[config.mk]
export PLATFORM = sky130hd
export DESIGN_NAME = tag_command_core
export DESIGN_NICKNAME = d
export VERILOG_FILES = /design/src/rtl/tag_pkg.sv /design/src/rtl/tag_core_if.sv /design/src/rtl/tag_command_core.sv /design/src/rtl/frame_rx.sv /design/src/rtl/challenge_cipher.sv
export VERILOG_INCLUDE_DIRS = /design/src /design/src/rtl
export SDC_FILE = /design/constraint.sdc
export NUM_CORES = 2
export LEC_CHECK = 0
export BUFFER_PORTS_ARGS = -buffer_cell sky130_fd_sc_hd__buf_2
export CORE_MARGIN = 4
export CORE_UTILIZATION = 55
export DETAILED_ROUTE_END_ITERATION = 16
export PLACE_DENSITY = 0.75
export SYNTH_ARGS = -nofsm -noshare
export SYNTH_HDL_FRONTEND = slang
export SYNTH_HIERARCHICAL = 1
export SYNTH_SLANG_ARGS = --single-unit
[constraint.sdc]
create_clock -name ref_clk -period 7.05 [get_ports ref_clk]
set_clock_uncertainty 0.15 [all_clocks]
set_input_delay 0.3525 -clock ref_clk [delete_from_list [all_inputs] [get_ports ref_clk]]
set_output_delay 0.3525 -clock ref_clk [all_outputs]
set_load 0.02 [all_outputs]
[src/rtl/tag_map.svh]
`ifndef TAG_MAP_SVH
`define TAG_MAP_SVH
// register byte offsets
`define REG_MODE        4'h0
`define REG_STATUS      4'h4
`define REG_PAGE_SEL    4'h8
`define REG_PAGE_DATA   4'hc
// timing: carrier period and system clock in ns
`define T0_NS           8000
`define CLK_NS          40
`define WRESP_T0        208
`define WRESP_CYCLES    ((`WRESP_T0 * `T0_NS) / `CLK_NS)
`define RESET_NS        4800000
`define RESET_CYCLES    ((`RESET_NS + `CLK_NS - 1) / `CLK_NS)
// frame lengths in bits, crc included, and read command codes
`define FRAME_MAX       72
`define LEN_AC_BASE     7'h0d
`define LEN_SELECT      7'h2d
`define LEN_SILENCE     7'h2e
`define LEN_READ        7'h14
`define LEN_CHALLENGE   7'h48
`define CODE_READ_PAGE  8'h0c
`define CODE_READ_BLOCK 8'h0d
// memory layout
`define PAGE_SERIAL     6'h00
`define PAGE_CFG        6'h01
`define PAGE_PWD        6'h02
`define PAGE_KEY        6'h03
`define CFG_AUTH_BIT    15
`define CFG_LOCK_BIT    14
`define ACK_PATTERN     2'h1
`define ACK_BITS        8'h02
`define WORD_BITS       8'h20
// crc8 and start patterns
`define CRC_POLY        8'h1d
`define CRC_PRESET      8'hff
`define SOF_STD         3'h1
`define SOF_AC_ADV      3'h3
`define SOF_MC_ADV      3'h6
`endif

[src/rtl/tag_pkg.sv]
`include "tag_map.svh"
package tag_pkg;
	typedef enum logic [2:0] {
		ST_OFF   = 3'h0,
		ST_READY = 3'h1,
		ST_INIT  = 3'h3,
		ST_AUTH  = 3'h2,
		ST_SEL   = 3'h6,
		ST_QUIET = 3'h7
	} tag_state_t;
	typedef enum logic [2:0] {
		TX_IDLE = 3'h0,
		TX_WAIT = 3'h1,
		TX_SOF  = 3'h3,
		TX_DATA = 3'h2,
		TX_CRC  = 3'h6
	} tx_phase_t;
	typedef enum logic [1:0] {
		MODE_STD  = 2'h0,
		MODE_ADV  = 2'h1,
		MODE_FADV = 2'h2
	} resp_mode_t;
	// one msb-first step of the crc8 shift register
	function automatic logic [7:0] crcStep(input logic [7:0] crc, input logic b);
		crcStep = {crc[6:0], 1'b0} ^ ((crc[7] ^ b) ? `CRC_POLY : 8'h00);
	endfunction
endpackage

[src/rtl/tag_core_if.sv]
`include "tag_map.svh"
interface tag_core_if;
	logic [`FRAME_MAX-1:0] frame;
	logic [6:0]            len;
	logic                  done;
	logic                  crcOk;
	logic [31:0]           randomWord;
	logic [31:0]           secretWord;
	logic [31:0]           keyWord;
	logic [31:0]           plainWord;
	logic [31:0]           response;
	logic                  pass;
	modport rx (output frame, len, done, crcOk);
	modport cipher (input randomWord, secretWord, keyWord, plainWord, output response, pass);
	modport core (input frame, len, done, crcOk, response, pass,
		output randomWord, secretWord, keyWord, plainWord);
endinterface

[src/rtl/tag_command_core.sv]
`include "tag_map.svh"
module tag_command_core #(
	parameter int unsigned WRESP_CYCLES = `WRESP_CYCLES,
	parameter int unsigned RESET_CYCLES = `RESET_CYCLES
) (
	// clock and reset
	input  wire logic        ref_clk,
	input  wire logic        srst,
	// powering field present
	input  wire logic        fieldOn,
	// demodulated command bits
	input  wire logic        rxBit,
	input  wire logic        rxValid,
	input  wire logic        rxEof,
	// response bits to the modulator
	output logic             txValid,
	input  wire logic        txReady,
	output logic             txBit,
	output logic             txManchester,
	output logic             txFast,
	// avalon-mm slave
	input  wire logic [3:0]  avAddress,
	input  wire logic        avRead,
	input  wire logic        avWrite,
	input  wire logic [31:0] avWriteData,
	input  wire logic [3:0]  avByteEnable,
	output logic [31:0]      avReadData,
	output logic             avWaitRequest,
	// current protocol state
	output tag_pkg::tag_state_t tagState
);
	import tag_pkg::*;
	localparam int WW = $clog2(WRESP_CYCLES + 1);
	localparam int RW = $clog2(RESET_CYCLES + 1);
	typedef struct packed {
		tag_state_t   state;
		resp_mode_t   mode;
		logic [5:0]   pageSel;
		tx_phase_t    phase;
		logic [WW-1:0] waitCnt;
		logic [RW-1:0] offCnt;
		logic [7:0]   bitIdx;
		logic [7:0]   endIdx;
		logic [2:0]   sofLeft;
		logic         crcOn;
		logic         manchester;
		logic         fast;
		logic [127:0] payload;
		logic         txBit;
		logic [7:0]   crc;
		logic [2:0]   crcIdx;
		logic         rdDone;
		logic [31:0]  rdData;
	} core_t;
	core_t st;
	core_t next_st;
	logic [31:0] pages [64];
	tag_core_if link ();

	frame_rx u_rx (
		.ref_clk (ref_clk),
		.srst    (srst),
		.rxBit   (rxBit),
		.rxValid (rxValid),
		.rxEof   (rxEof),
		.link    (link)
	);
	challenge_cipher u_cipher (
		.c (link)
	);

	// words travel low byte first, each byte msb first
	function automatic logic [31:0] airWord(input logic [`FRAME_MAX-1:0] f, input int base);
		logic [4:0] ii;
		airWord = '0;
		for (int i = 0; i < 32; i++) begin
			ii = 5'(i);
			airWord[{ii[4:3], ~ii[2:0]}] = f[base + i];
		end
	endfunction
	function automatic logic [7:0] fieldMsb(input logic [`FRAME_MAX-1:0] f, input int base,
		input int width);
		fieldMsb = '0;
		for (int i = 0; i < width; i++)
			fieldMsb = {fieldMsb[6:0], f[base + i]};
	endfunction
	function automatic logic bitAt(input logic [127:0] p, input logic [7:0] i);
		bitAt = p[{i[6:3], ~i[2:0]}];
	endfunction

	// command decode
	logic [7:0]  kField;
	logic [4:0]  kVal;
	logic [7:0]  code4;
	logic [7:0]  pIdx;
	logic [31:0] serialId;
	logic [31:0] cfg;
	logic [31:0] cfgReply;
	logic        authBit;
	logic        acMatch;
	logic        frameGood;
	logic        cmdAc;
	logic        cmdSelect;
	logic        cmdSilence;
	logic        cmdChal;
	logic        cmdRead;
	logic        cmdBlock;
	logic        accept;
	logic [2:0]  nWords;
	logic [127:0] blockData;
	assign kField = fieldMsb(link.frame, 0, 5);
	assign kVal = kField[4:0];
	assign code4 = fieldMsb(link.frame, 0, 4);
	assign pIdx = fieldMsb(link.frame, 4, 8);
	assign serialId = pages[`PAGE_SERIAL];
	assign cfg = pages[`PAGE_CFG];
	assign authBit = cfg[`CFG_AUTH_BIT];
	assign cfgReply = (authBit && cfg[`CFG_LOCK_BIT]) ? {8'hff, cfg[23:0]} : cfg;
	assign link.randomWord = airWord(link.frame, 0);
	assign link.secretWord = airWord(link.frame, 32);
	assign link.keyWord = pages[`PAGE_KEY];
	assign link.plainWord = {pages[`PAGE_PWD][15:0], cfg[31:16]};
	always_comb begin
		acMatch = 1'b1;
		for (int i = 0; i < 32; i++)
			if (5'(i) < kVal && link.frame[5 + i] != serialId[{i[4:3], ~i[2:0]}])
				acMatch = 1'b0;
	end
	// a reply in progress, bad crc or a wrong state drops the frame
	assign frameGood = link.done && link.crcOk && st.phase == TX_IDLE && fieldOn;
	assign cmdAc = frameGood && st.state == ST_INIT && kVal != 5'h00
		&& link.len == `LEN_AC_BASE + {2'h0, kVal} && acMatch;
	assign cmdSelect = frameGood && st.state == ST_INIT && link.len == `LEN_SELECT
		&& kVal == 5'h00 && airWord(link.frame, 5) == serialId;
	assign cmdSilence = frameGood && st.state == ST_INIT && link.len == `LEN_SILENCE
		&& kVal == 5'h00 && airWord(link.frame, 5) == serialId && !link.frame[37];
	assign cmdChal = frameGood && st.state == ST_AUTH && link.len == `LEN_CHALLENGE
		&& link.pass;
	assign cmdRead = frameGood && st.state == ST_SEL && link.len == `LEN_READ
		&& code4 == `CODE_READ_PAGE && pIdx[7:6] == 2'h0;
	assign cmdBlock = frameGood && st.state == ST_SEL && link.len == `LEN_READ
		&& code4 == `CODE_READ_BLOCK && pIdx[7:6] == 2'h0;
	assign accept = cmdAc || cmdSelect || cmdSilence || cmdChal || cmdRead || cmdBlock;
	assign nWords = {1'b0, ~pIdx[1:0]} + 3'h1;
	always_comb begin
		for (int w = 0; w < 4; w++)
			blockData[w * 32 +: 32] = pages[{pIdx[5:2], 2'(pIdx[1:0] + 2'(w))}];
	end

	// next state of the whole core
	always_comb begin
		next_st = st;
		next_st.rdDone = avRead && !st.rdDone;
		if (avRead && !st.rdDone) begin
			case (avAddress)
				`REG_MODE:      next_st.rdData = {30'h0, st.mode};
				`REG_STATUS:    next_st.rdData = {28'h0, st.phase != TX_IDLE, st.state};
				`REG_PAGE_SEL:  next_st.rdData = {26'h0, st.pageSel};
				`REG_PAGE_DATA: next_st.rdData = pages[st.pageSel];
				default:        next_st.rdData = 32'h0;
			endcase
		end
		// a mode write stands for the latest serial request
		if (avWrite && avByteEnable[0] && avAddress == `REG_MODE
			&& avWriteData[1:0] != 2'h3) begin
			next_st.mode = resp_mode_t'(avWriteData[1:0]);
			if (st.state == ST_READY)
				next_st.state = ST_INIT;
		end
		if (avWrite && avByteEnable[0] && avAddress == `REG_PAGE_SEL)
			next_st.pageSel = avWriteData[5:0];
		// command execution, reply parameters chosen by mode
		if (accept) begin
			next_st.phase = TX_WAIT;
			next_st.waitCnt = '0;
			next_st.bitIdx = 8'h00;
			next_st.endIdx = `WORD_BITS;
			next_st.crcOn = st.mode != MODE_STD;
			next_st.manchester = 1'b1;
			next_st.fast = st.mode == MODE_FADV;
			next_st.crc = `CRC_PRESET;
			next_st.sofLeft = (st.mode == MODE_STD) ? `SOF_STD : `SOF_MC_ADV;
			next_st.payload = {96'h0, cfgReply};
			if (cmdAc) begin
				next_st.payload = {96'h0, serialId};
				next_st.bitIdx = {3'h0, kVal};
				next_st.crcOn = 1'b0;
				next_st.manchester = 1'b0;
				next_st.sofLeft = (st.mode == MODE_STD) ? `SOF_STD : `SOF_AC_ADV;
				next_st.state = ST_INIT;
			end else if (cmdSelect) begin
				next_st.state = authBit ? ST_AUTH : ST_SEL;
			end else if (cmdSilence) begin
				next_st.payload = {120'h0, `ACK_PATTERN, 6'h00};
				next_st.endIdx = `ACK_BITS;
				next_st.crcOn = 1'b0;
				next_st.state = ST_QUIET;
			end else if (cmdChal) begin
				next_st.payload = {96'h0, link.response};
				next_st.state = ST_SEL;
			end else if (cmdRead) begin
				next_st.payload = {96'h0, pages[pIdx[5:0]]};
			end else begin
				next_st.payload = blockData;
				next_st.endIdx = {nWords, 5'h00};
			end
		end
		// reply serializer; the modulator paces bits with txReady
		case (st.phase)
			TX_WAIT: begin
				if (st.waitCnt == WW'(WRESP_CYCLES - 1)) begin
					next_st.phase = TX_SOF;
					next_st.txBit = 1'b1;
				end else begin
					next_st.waitCnt = st.waitCnt + WW'(1);
				end
			end
			TX_SOF: begin
				if (txReady) begin
					if (st.sofLeft == 3'h1) begin
						next_st.phase = TX_DATA;
						next_st.txBit = bitAt(st.payload, st.bitIdx);
					end else begin
						next_st.sofLeft = st.sofLeft - 3'h1;
					end
				end
			end
			TX_DATA: begin
				if (txReady) begin
					next_st.crc = crcStep(st.crc, st.txBit);
					next_st.bitIdx = st.bitIdx + 8'h01;
					if (st.bitIdx + 8'h01 == st.endIdx) begin
						next_st.phase = st.crcOn ? TX_CRC : TX_IDLE;
						next_st.crcIdx = 3'h7;
						next_st.txBit = next_st.crc[7];
					end else begin
						next_st.txBit = bitAt(st.payload, st.bitIdx + 8'h01);
					end
				end
			end
			TX_CRC: begin
				if (txReady) begin
					next_st.phase = (st.crcIdx == 3'h0) ? TX_IDLE : TX_CRC;
					next_st.crcIdx = st.crcIdx - 3'h1;
					next_st.txBit = st.crc[st.crcIdx - 3'h1];
				end
			end
			default: begin
			end
		endcase
		// short field gaps are ridden out; only a long loss powers down
		if (fieldOn) begin
			next_st.offCnt = '0;
			if (st.state == ST_OFF)
				next_st.state = ST_READY;
		end else if (st.offCnt == RW'(RESET_CYCLES - 1)) begin
			next_st.state = ST_OFF;
			next_st.phase = TX_IDLE;
		end else begin
			next_st.offCnt = st.offCnt + RW'(1);
		end
	end

	always_ff @(posedge ref_clk) begin
		if (srst)
			st <= '0;
		else
			st <= next_st;
	end

	// page store, loaded by software; no reset so it behaves like nvm
	always_ff @(posedge ref_clk) begin
		if (avWrite && avAddress == `REG_PAGE_DATA) begin
			for (int b = 0; b < 4; b++)
				if (avByteEnable[b])
					pages[st.pageSel][b * 8 +: 8] <= avWriteData[b * 8 +: 8];
		end
	end

	assign txValid = st.phase == TX_SOF || st.phase == TX_DATA || st.phase == TX_CRC;
	assign txBit = st.txBit;
	assign txManchester = st.manchester;
	assign txFast = st.fast;
	assign avReadData = st.rdData;
	assign avWaitRequest = avRead && !st.rdDone; // reads cost one wait state
	assign tagState = st.state;
endmodule

[src/rtl/frame_rx.sv]
`include "tag_map.svh"
module frame_rx (
	// clock and reset
	input wire logic ref_clk,
	input wire logic srst,
	// demodulated command bits
	input wire logic rxBit,
	input wire logic rxValid,
	input wire logic rxEof,
	// collected frame
	tag_core_if.rx   link
);
	import tag_pkg::*;
	typedef struct packed {
		logic [`FRAME_MAX-1:0] frame;
		logic [6:0]            cnt;
		logic [6:0]            len;
		logic [7:0]            crc;
		logic                  done;
		logic                  ok;
	} rx_t;
	rx_t st;
	rx_t next_st;

	// bits land at their air position; crc runs over command and crc alike
	always_comb begin
		next_st = st;
		next_st.done = 1'b0;
		if (rxValid) begin
			if (st.cnt < 7'(`FRAME_MAX))
				next_st.frame[st.cnt] = rxBit;
			if (st.cnt != 7'h7f)
				next_st.cnt = st.cnt + 7'h01; // saturate: overlong frames match nothing
			next_st.crc = crcStep(st.crc, rxBit);
		end
		if (rxEof) begin
			next_st.done = 1'b1;
			next_st.ok = (st.crc == 8'h00); // a good frame leaves a zero residue
			next_st.len = st.cnt;
			next_st.cnt = 7'h00;
			next_st.crc = `CRC_PRESET;
		end
	end

	always_ff @(posedge ref_clk) begin
		if (srst) begin
			st <= '0;
			st.crc <= `CRC_PRESET;
		end else begin
			st <= next_st;
		end
	end

	assign link.frame = st.frame;
	assign link.len = st.len;
	assign link.done = st.done;
	assign link.crcOk = st.ok;
endmodule

[src/rtl/challenge_cipher.sv]
module challenge_cipher (
	// challenge words in, verdict and response out
	tag_core_if.cipher c
);
	// stand-in for the undisclosed cipher; only the port contract is fixed
	assign c.pass = (c.secretWord == (c.randomWord ^ c.keyWord));
	assign c.response = c.plainWord ^ {c.randomWord[15:0], c.randomWord[31:16]};
endmodule

# Word level (Yosys, flattened, before mapping)
# Memory sizes are Yosys's and may differ from the RTL's. A register that Yosys moved wholly into a read port is not among the register bits.
# Index checks and enable logic that the tools add are counted.
# Widths: inputs -> output; s select.
dict set report totals {
  mem_count 1
  in_bits 49
  mem_bits_rw 2048
  mem_bits_ro 0
  ff_bits 338
  latchBits 0
}
# memory depth word_bits read_ports rd_clocked_by_memory_dff write_ports line_no
set memory_table {}
lappend memory_table {pages 64 32 9 2 1 tag_command_core.sv:57} ;# logic [31:0] pages [64];
dict set report op_classes {
  n_lt_le_gt_ge 38
  reduce_logical 91
  div_mod_pow 0
  bitwise 9
  muxes 123
  addsub 11
  n_eq_ne 65
  multipliers 0
  shift 0
}
# cell n
set ops {}
lappend ops {{$mux 128} 5}
lappend ops {{$mux 150} 1}
lappend ops {{$pmux 32 s4} 1}
lappend ops {{$mux 3} 27}
lappend ops {{$lt 5x5->1 const A} 16}
lappend ops {{$bwmux 72} 1}
lappend ops {{$mux 8} 9}
lappend ops {{$eq 32x32->1} 2}
lappend ops {{$xor 32x32->32} 2}
lappend ops {{$logic_and 1x1->1} 63}
lappend ops {{$mux 1} 57}
lappend ops {{$lt 4x5->1 const A} 8}
lappend ops {{$mux 16} 2}
lappend ops {{$mux 32} 1}
lappend ops {{$ne 1x1->1} 32}
lappend ops {{$lt 7x8->1 const B} 3}
lappend ops {{$mux 6} 4}
lappend ops {{$lt 3x5->1 const A} 4}
lappend ops {{$mux 5} 4}
lappend ops {{$mux 19} 1}
lappend ops {{$add 17x1->17 const B} 1}
lappend ops {{$eq 17x17->1 const B} 1}
lappend ops {{$add 16x1->16 const B} 1}
lappend ops {{$eq 16x16->1 const B} 1}
lappend ops {{other kinds (53)} 90}

# Logic depth before layout (Yosys ltp)
# An unclocked memory read counts as a cell.
dict set report depth {
  word_depth 47
  mapped_depth 17
  depth_no_buf 12
}

# Cells and area by module
# The synthesis kept the hierarchy.
# mod n_inst area_per_inst_um2 cells_per_inst
set by_module_without_submodules {}
lappend by_module_without_submodules {tag_command_core 1 155355.2 8516}
lappend by_module_without_submodules {frame_rx 1 4879.7 553}
lappend by_module_without_submodules {challenge_cipher 1 1037.2 85}

# Worst setup path after synthesis
# Ideal clock, no wire load.
dict set report synth_timing {
  path_kind {register to register}
  start {register u_rx.st (netlist bit u_rx/link.frame[11])}
  end {register st[170] in the netlist's numbering}
  setup_slack_ns 2.025
  arrival_time_ns 4.747
  path_buffers 10
  path_stages_with_launch 18
  t_required_ns 6.772
  path_cell_list {dfxtp_1 buf_4 buf_4 buf_2 buf_2 buf_2 buf_4 inv_1 ha_1 clkbuf_1 buf_1 buf_1 buf_1 mux4_2 mux4_2 mux4_2 a22oi_1 nor2_1}
}
dict set report synth_between {
  elab_chain_cells 34
}
# element line_no
set synth_lines {}
lappend synth_lines {{start, declared} frame_rx.sv:22} ;# rx_t st;
lappend synth_lines {{start signal, assigned} frame_rx.sv:50} ;# st <= next_st;
lappend synth_lines {{$ne 1x1->1} tag_command_core.sv:126} ;# if (5'(i) < kVal && link.frame[5 + i] != serialId[{i[4:3], ~i[2:0]}])
lappend synth_lines {{$logic_and 1x1->1} tag_command_core.sv:126}
lappend synth_lines {{$mux 1 (26 in a row)} tag_command_core.sv:126}
lappend synth_lines {{$logic_and 1x1->1} tag_command_core.sv:131} ;# assign cmdAc = frameGood && st.state == ST_INIT && kVal != 5'h00
lappend synth_lines {{$logic_or 1x1->1 (5 in a row)} tag_command_core.sv:143} ;# assign accept = cmdAc || cmdSelect || cmdSilence || cmdChal || cmdRead || cmdBlock;
lappend synth_lines {{end signal, assigned} tag_command_core.sv:268} ;# st <= next_st;
lappend synth_lines {{end, declared} tag_command_core.sv:55} ;# core_t st;
# Parallel ways exist; a longest one is shown, timed or not.
# A chain may end at the register's enable or synchronous reset.

# Final worst setup path
dict set report layout_timing {
  start {register u_rx.st (netlist bit u_rx/link.frame[11])}
  end {register st[50] in the netlist's numbering}
}
# Same word-level chain as after synthesis.

==> run_results.csv <==
group,metric,value,unit
floorplanning,die_w,548.9,um
layout,finalInstanceArea,175100,um^2
synth,syn_nets,9171,
sta,min_period_over_period,75.67,%
critical_path,cp_num_cells,8,
clocking,clock_latency,940,ps
drt,highest_layer,"met5",
clocking,cts_setup_buffers,0,
pwr,intPower,24.33,mW
sta,hold_violations,0,
clocking,cts_buffers,278,
drt,wl_met2,264.4,mm
layout,area_delta_synth_final,8.852,%
synth,netlist_area,160900,um^2
critical_path,critical_path.startpoint,"u_rx/link.frame[11]",
clocking,clock-sinks,2380,
sta,rsz0062_at_grt,"no",
worst_hold_path,hold_path.class,"input pin to flip-flop",
job,cap_violations,1,
critical_path,critical_path_required,7670,ps
drt,wl_met1,193.5,mm
floorplanning,core_area,291100,um^2
clocking,cts_tree,"built",
pwr,p_seq_share,49.4,%
synth,yosysWarnings,6,
floorplanning,ios,89,
clocking,clk_pin_slew,60,ps
global_route,grt_pass1_wl,851.1,mm
critical_path,rr_startpoint,"u_rx/link.frame[11]",
floorplanning,dieArea,301300,um^2
drt,met3WireLength,105.3,mm
sta,post-route-min-period,5334,ps
sta,tightest_slew,1477,ps
pwr,pwr-share-comb,1.6,%
drt,post_drt_via_cell_ratio,8.598,
layout,drive_gt1_share,48.62,%
critical_path,cp_max_fo,138,
drt,drc_errors,0,
pwr,power_switching_share,21.45,%
worst_hold_path,min-delay-start,"avWriteData[5]",
synth,syn_inst,9111,
layout,fill_cells,20410,
floorplanning,die-height,548.9,um
critical_path,path_buf_inv,2,
placed_design,place_area,165500,um^2
pwr,p_leak,49.23,nW
critical_path,cp-start-kind,"flip-flop",
outcome,violations,"capacitance limit",
critical_path,crit_type,"flip-flop to flip-flop",
outcome,status,"finished with violations",
global_route,grt_usage,40.58,%
clocking,root_buffer,"clkbuf_16",
floorplanning,initial_utilization,55.27,%
clocking,htreeDepth,5,
drt,dr.pass1.iters,9,
floorplanning,rows,198,
critical_path,worst_path_largest_cell_delay,940,ps
pwr,p_sw,6.643,mW
clocking,ctsResizeCount,0,
sta,fin_tns_setup,0,ps
layout,regArea,68200,um^2
pwr,power_density,176.9,nW/um^2
critical_path,worst_setup_path_end_kind,"flip-flop",
critical_path,crit_chain,"buf_12 > buf_4 > mux4_2 > mux4_2 > o21ai_0 > a2111oi_0 > mux2i_1 > o221ai_1",
clocking,holdBufCountCts,17,
sta,slew_headroom,0.8914,%
global_route,antenna_found_initial,56,
worst_hold_path,whs_path_depth,1,
pwr,ir_drop,0.0001900,V
drt,totalWireLength,614.4,mm
sta,finalSetupViolCount,0,
synth,synth_area_per_cell,17.66,um^2
clocking,clk_path_buf_depth,4,
placed_design,dp_hpwl,395.6,mm
sta,fmax,187.5,MHz
drt,vias,111600,
critical_path,slowest_stage,"buf_4",
drt,antenna_left,0,
critical_path,cpMostUsedCell,"mux4_2",
global_route,grt-ovfl-total,0,
global_route,grt_pass1_vias,105100,
pwr,power_frac_clock,49.0,%
sta,drv_slew,0,
layout,final_nets,8877,
global_route,grt_max_degree,157,
placed_design,place_congestion,1.064,
critical_path,worstPathArrival,5960,ps
critical_path,rr_worst_depth,8,
drt,wl_per_cell,47.35,um
drt,drtIter0Drc,22660,
placed_design,portBuffers,88,
layout,multi_input_area,88000,um^2
critical_path,crit_family,"buffers and inverters",
-- power by group through the flow --
stage	sequential, mW	clock [mW]	combinational (mW)
floorplan	15.6	0	0.191
global placement	15.6	0	0.462
detailed placement	15.6	0	0.481
CTS	15.3	15.2	0.490
global route	15.3	15.8	0.526
finish	15.3	15.2	0.507
-- worst register-to-register path, cell delays in order, from the launching register on --
cell and delay (ps):
dfxtp_4 610, buf_12 730, buf_4 1090, mux4_2 710, mux4_2 490, o21ai_0 790
a2111oi_0 250, mux2i_1 230, o221ai_1 140
-- cells in the final DEF (no fill, tap or decap), types with 23 or more instances in the layout --
| cell | n |
|---|---|
| nand4_1 | 23 |
| mux4_2 | 3194 |
| a22oi_1 | 128 |
| nand2_1 | 303 |
| edfxtp_1 | 2048 |
| nor3_1 | 49 |
| nor2_2 | 125 |
| xnor2_1 | 41 |
| o21ai_0 | 95 |
| dfxtp_1 | 318 |
| xor2_1 | 83 |
| nor4_1 | 25 |
| buf_4 | 357 |
| diode_2 | 38 |
| buf_12 | 57 |
| inv_1 | 24 |
| a211oi_1 | 45 |
| clkbuf_1 | 56 |
| a21oi_1 | 198 |
| clkinv_2 | 41 |
| clkbuf_16 | 291 |
| buf_2 | 87 |
| bufinv_16 | 31 |
| nand3_1 | 129 |
| mux2i_1 | 309 |
| nor2_1 | 363 |
| xnor3_1 | 24 |
| mux2_2 | 42 |
| o21ai_1 | 45 |
| o211ai_1 | 29 |
| nor2b_1 | 24 |
-- flip-flops by register name, summed over array words and instances, names as in the netlist, 3 cells and up, named ones only --
name	count
st	200
u_rx/link.len	7
u_rx/link.frame	64
u_rx/st	15
avReadData	32
pages	2048
tagState	3
-- metal layers --
layer / vias up / track usage [%]
met4: 40 / 25.62
met2: 11800 / 56.62
met3: 2207 / 17.65
li1: 39750 / -
met5: - / 1.108
met1: 57760 / 52.34
-- metrics by stage --
stage | utilization, % | power [mW] | instances | hold slack (ps) | worst slack [ps]
after floorplan | - | 15.77 | 9111 | 286.7 | 2025
after global placement | 56.84 | 16.05 | 12420 | 289.0 | 2025
after detailed placement | 56.84 | 16.08 | 12420 | 295.5 | 1983
after CTS | 60.13 | 31.00 | 12940 | 2.894 | 1928
after global routing | 60.14 | 31.65 | 12940 | 81.68 | 1462
final | 60.17 | 30.98 | 12980 | 37.05 | 1716
-- path summary, 6_finish.rpt --
kind / slack [ps] / end
max: 1720 / st[50]
min: 40 / pages[28][5]
min reg2reg: 300 / avReadData[17]
max reg2reg: 1720 / st[50]
-- area by class of cell --
cell class              instances  area share [%]
multi-input cells            5610           50.25
flip-flops and latches       2380           38.94
clock buffers                 368           4.439
well taps                    3900           2.786
repair buffers                519           2.536
clock inverters               132          0.9302
inverters                      28         0.07001
diodes                         38         0.05430
No activity file was read; power rests on OpenSTA's default activity.
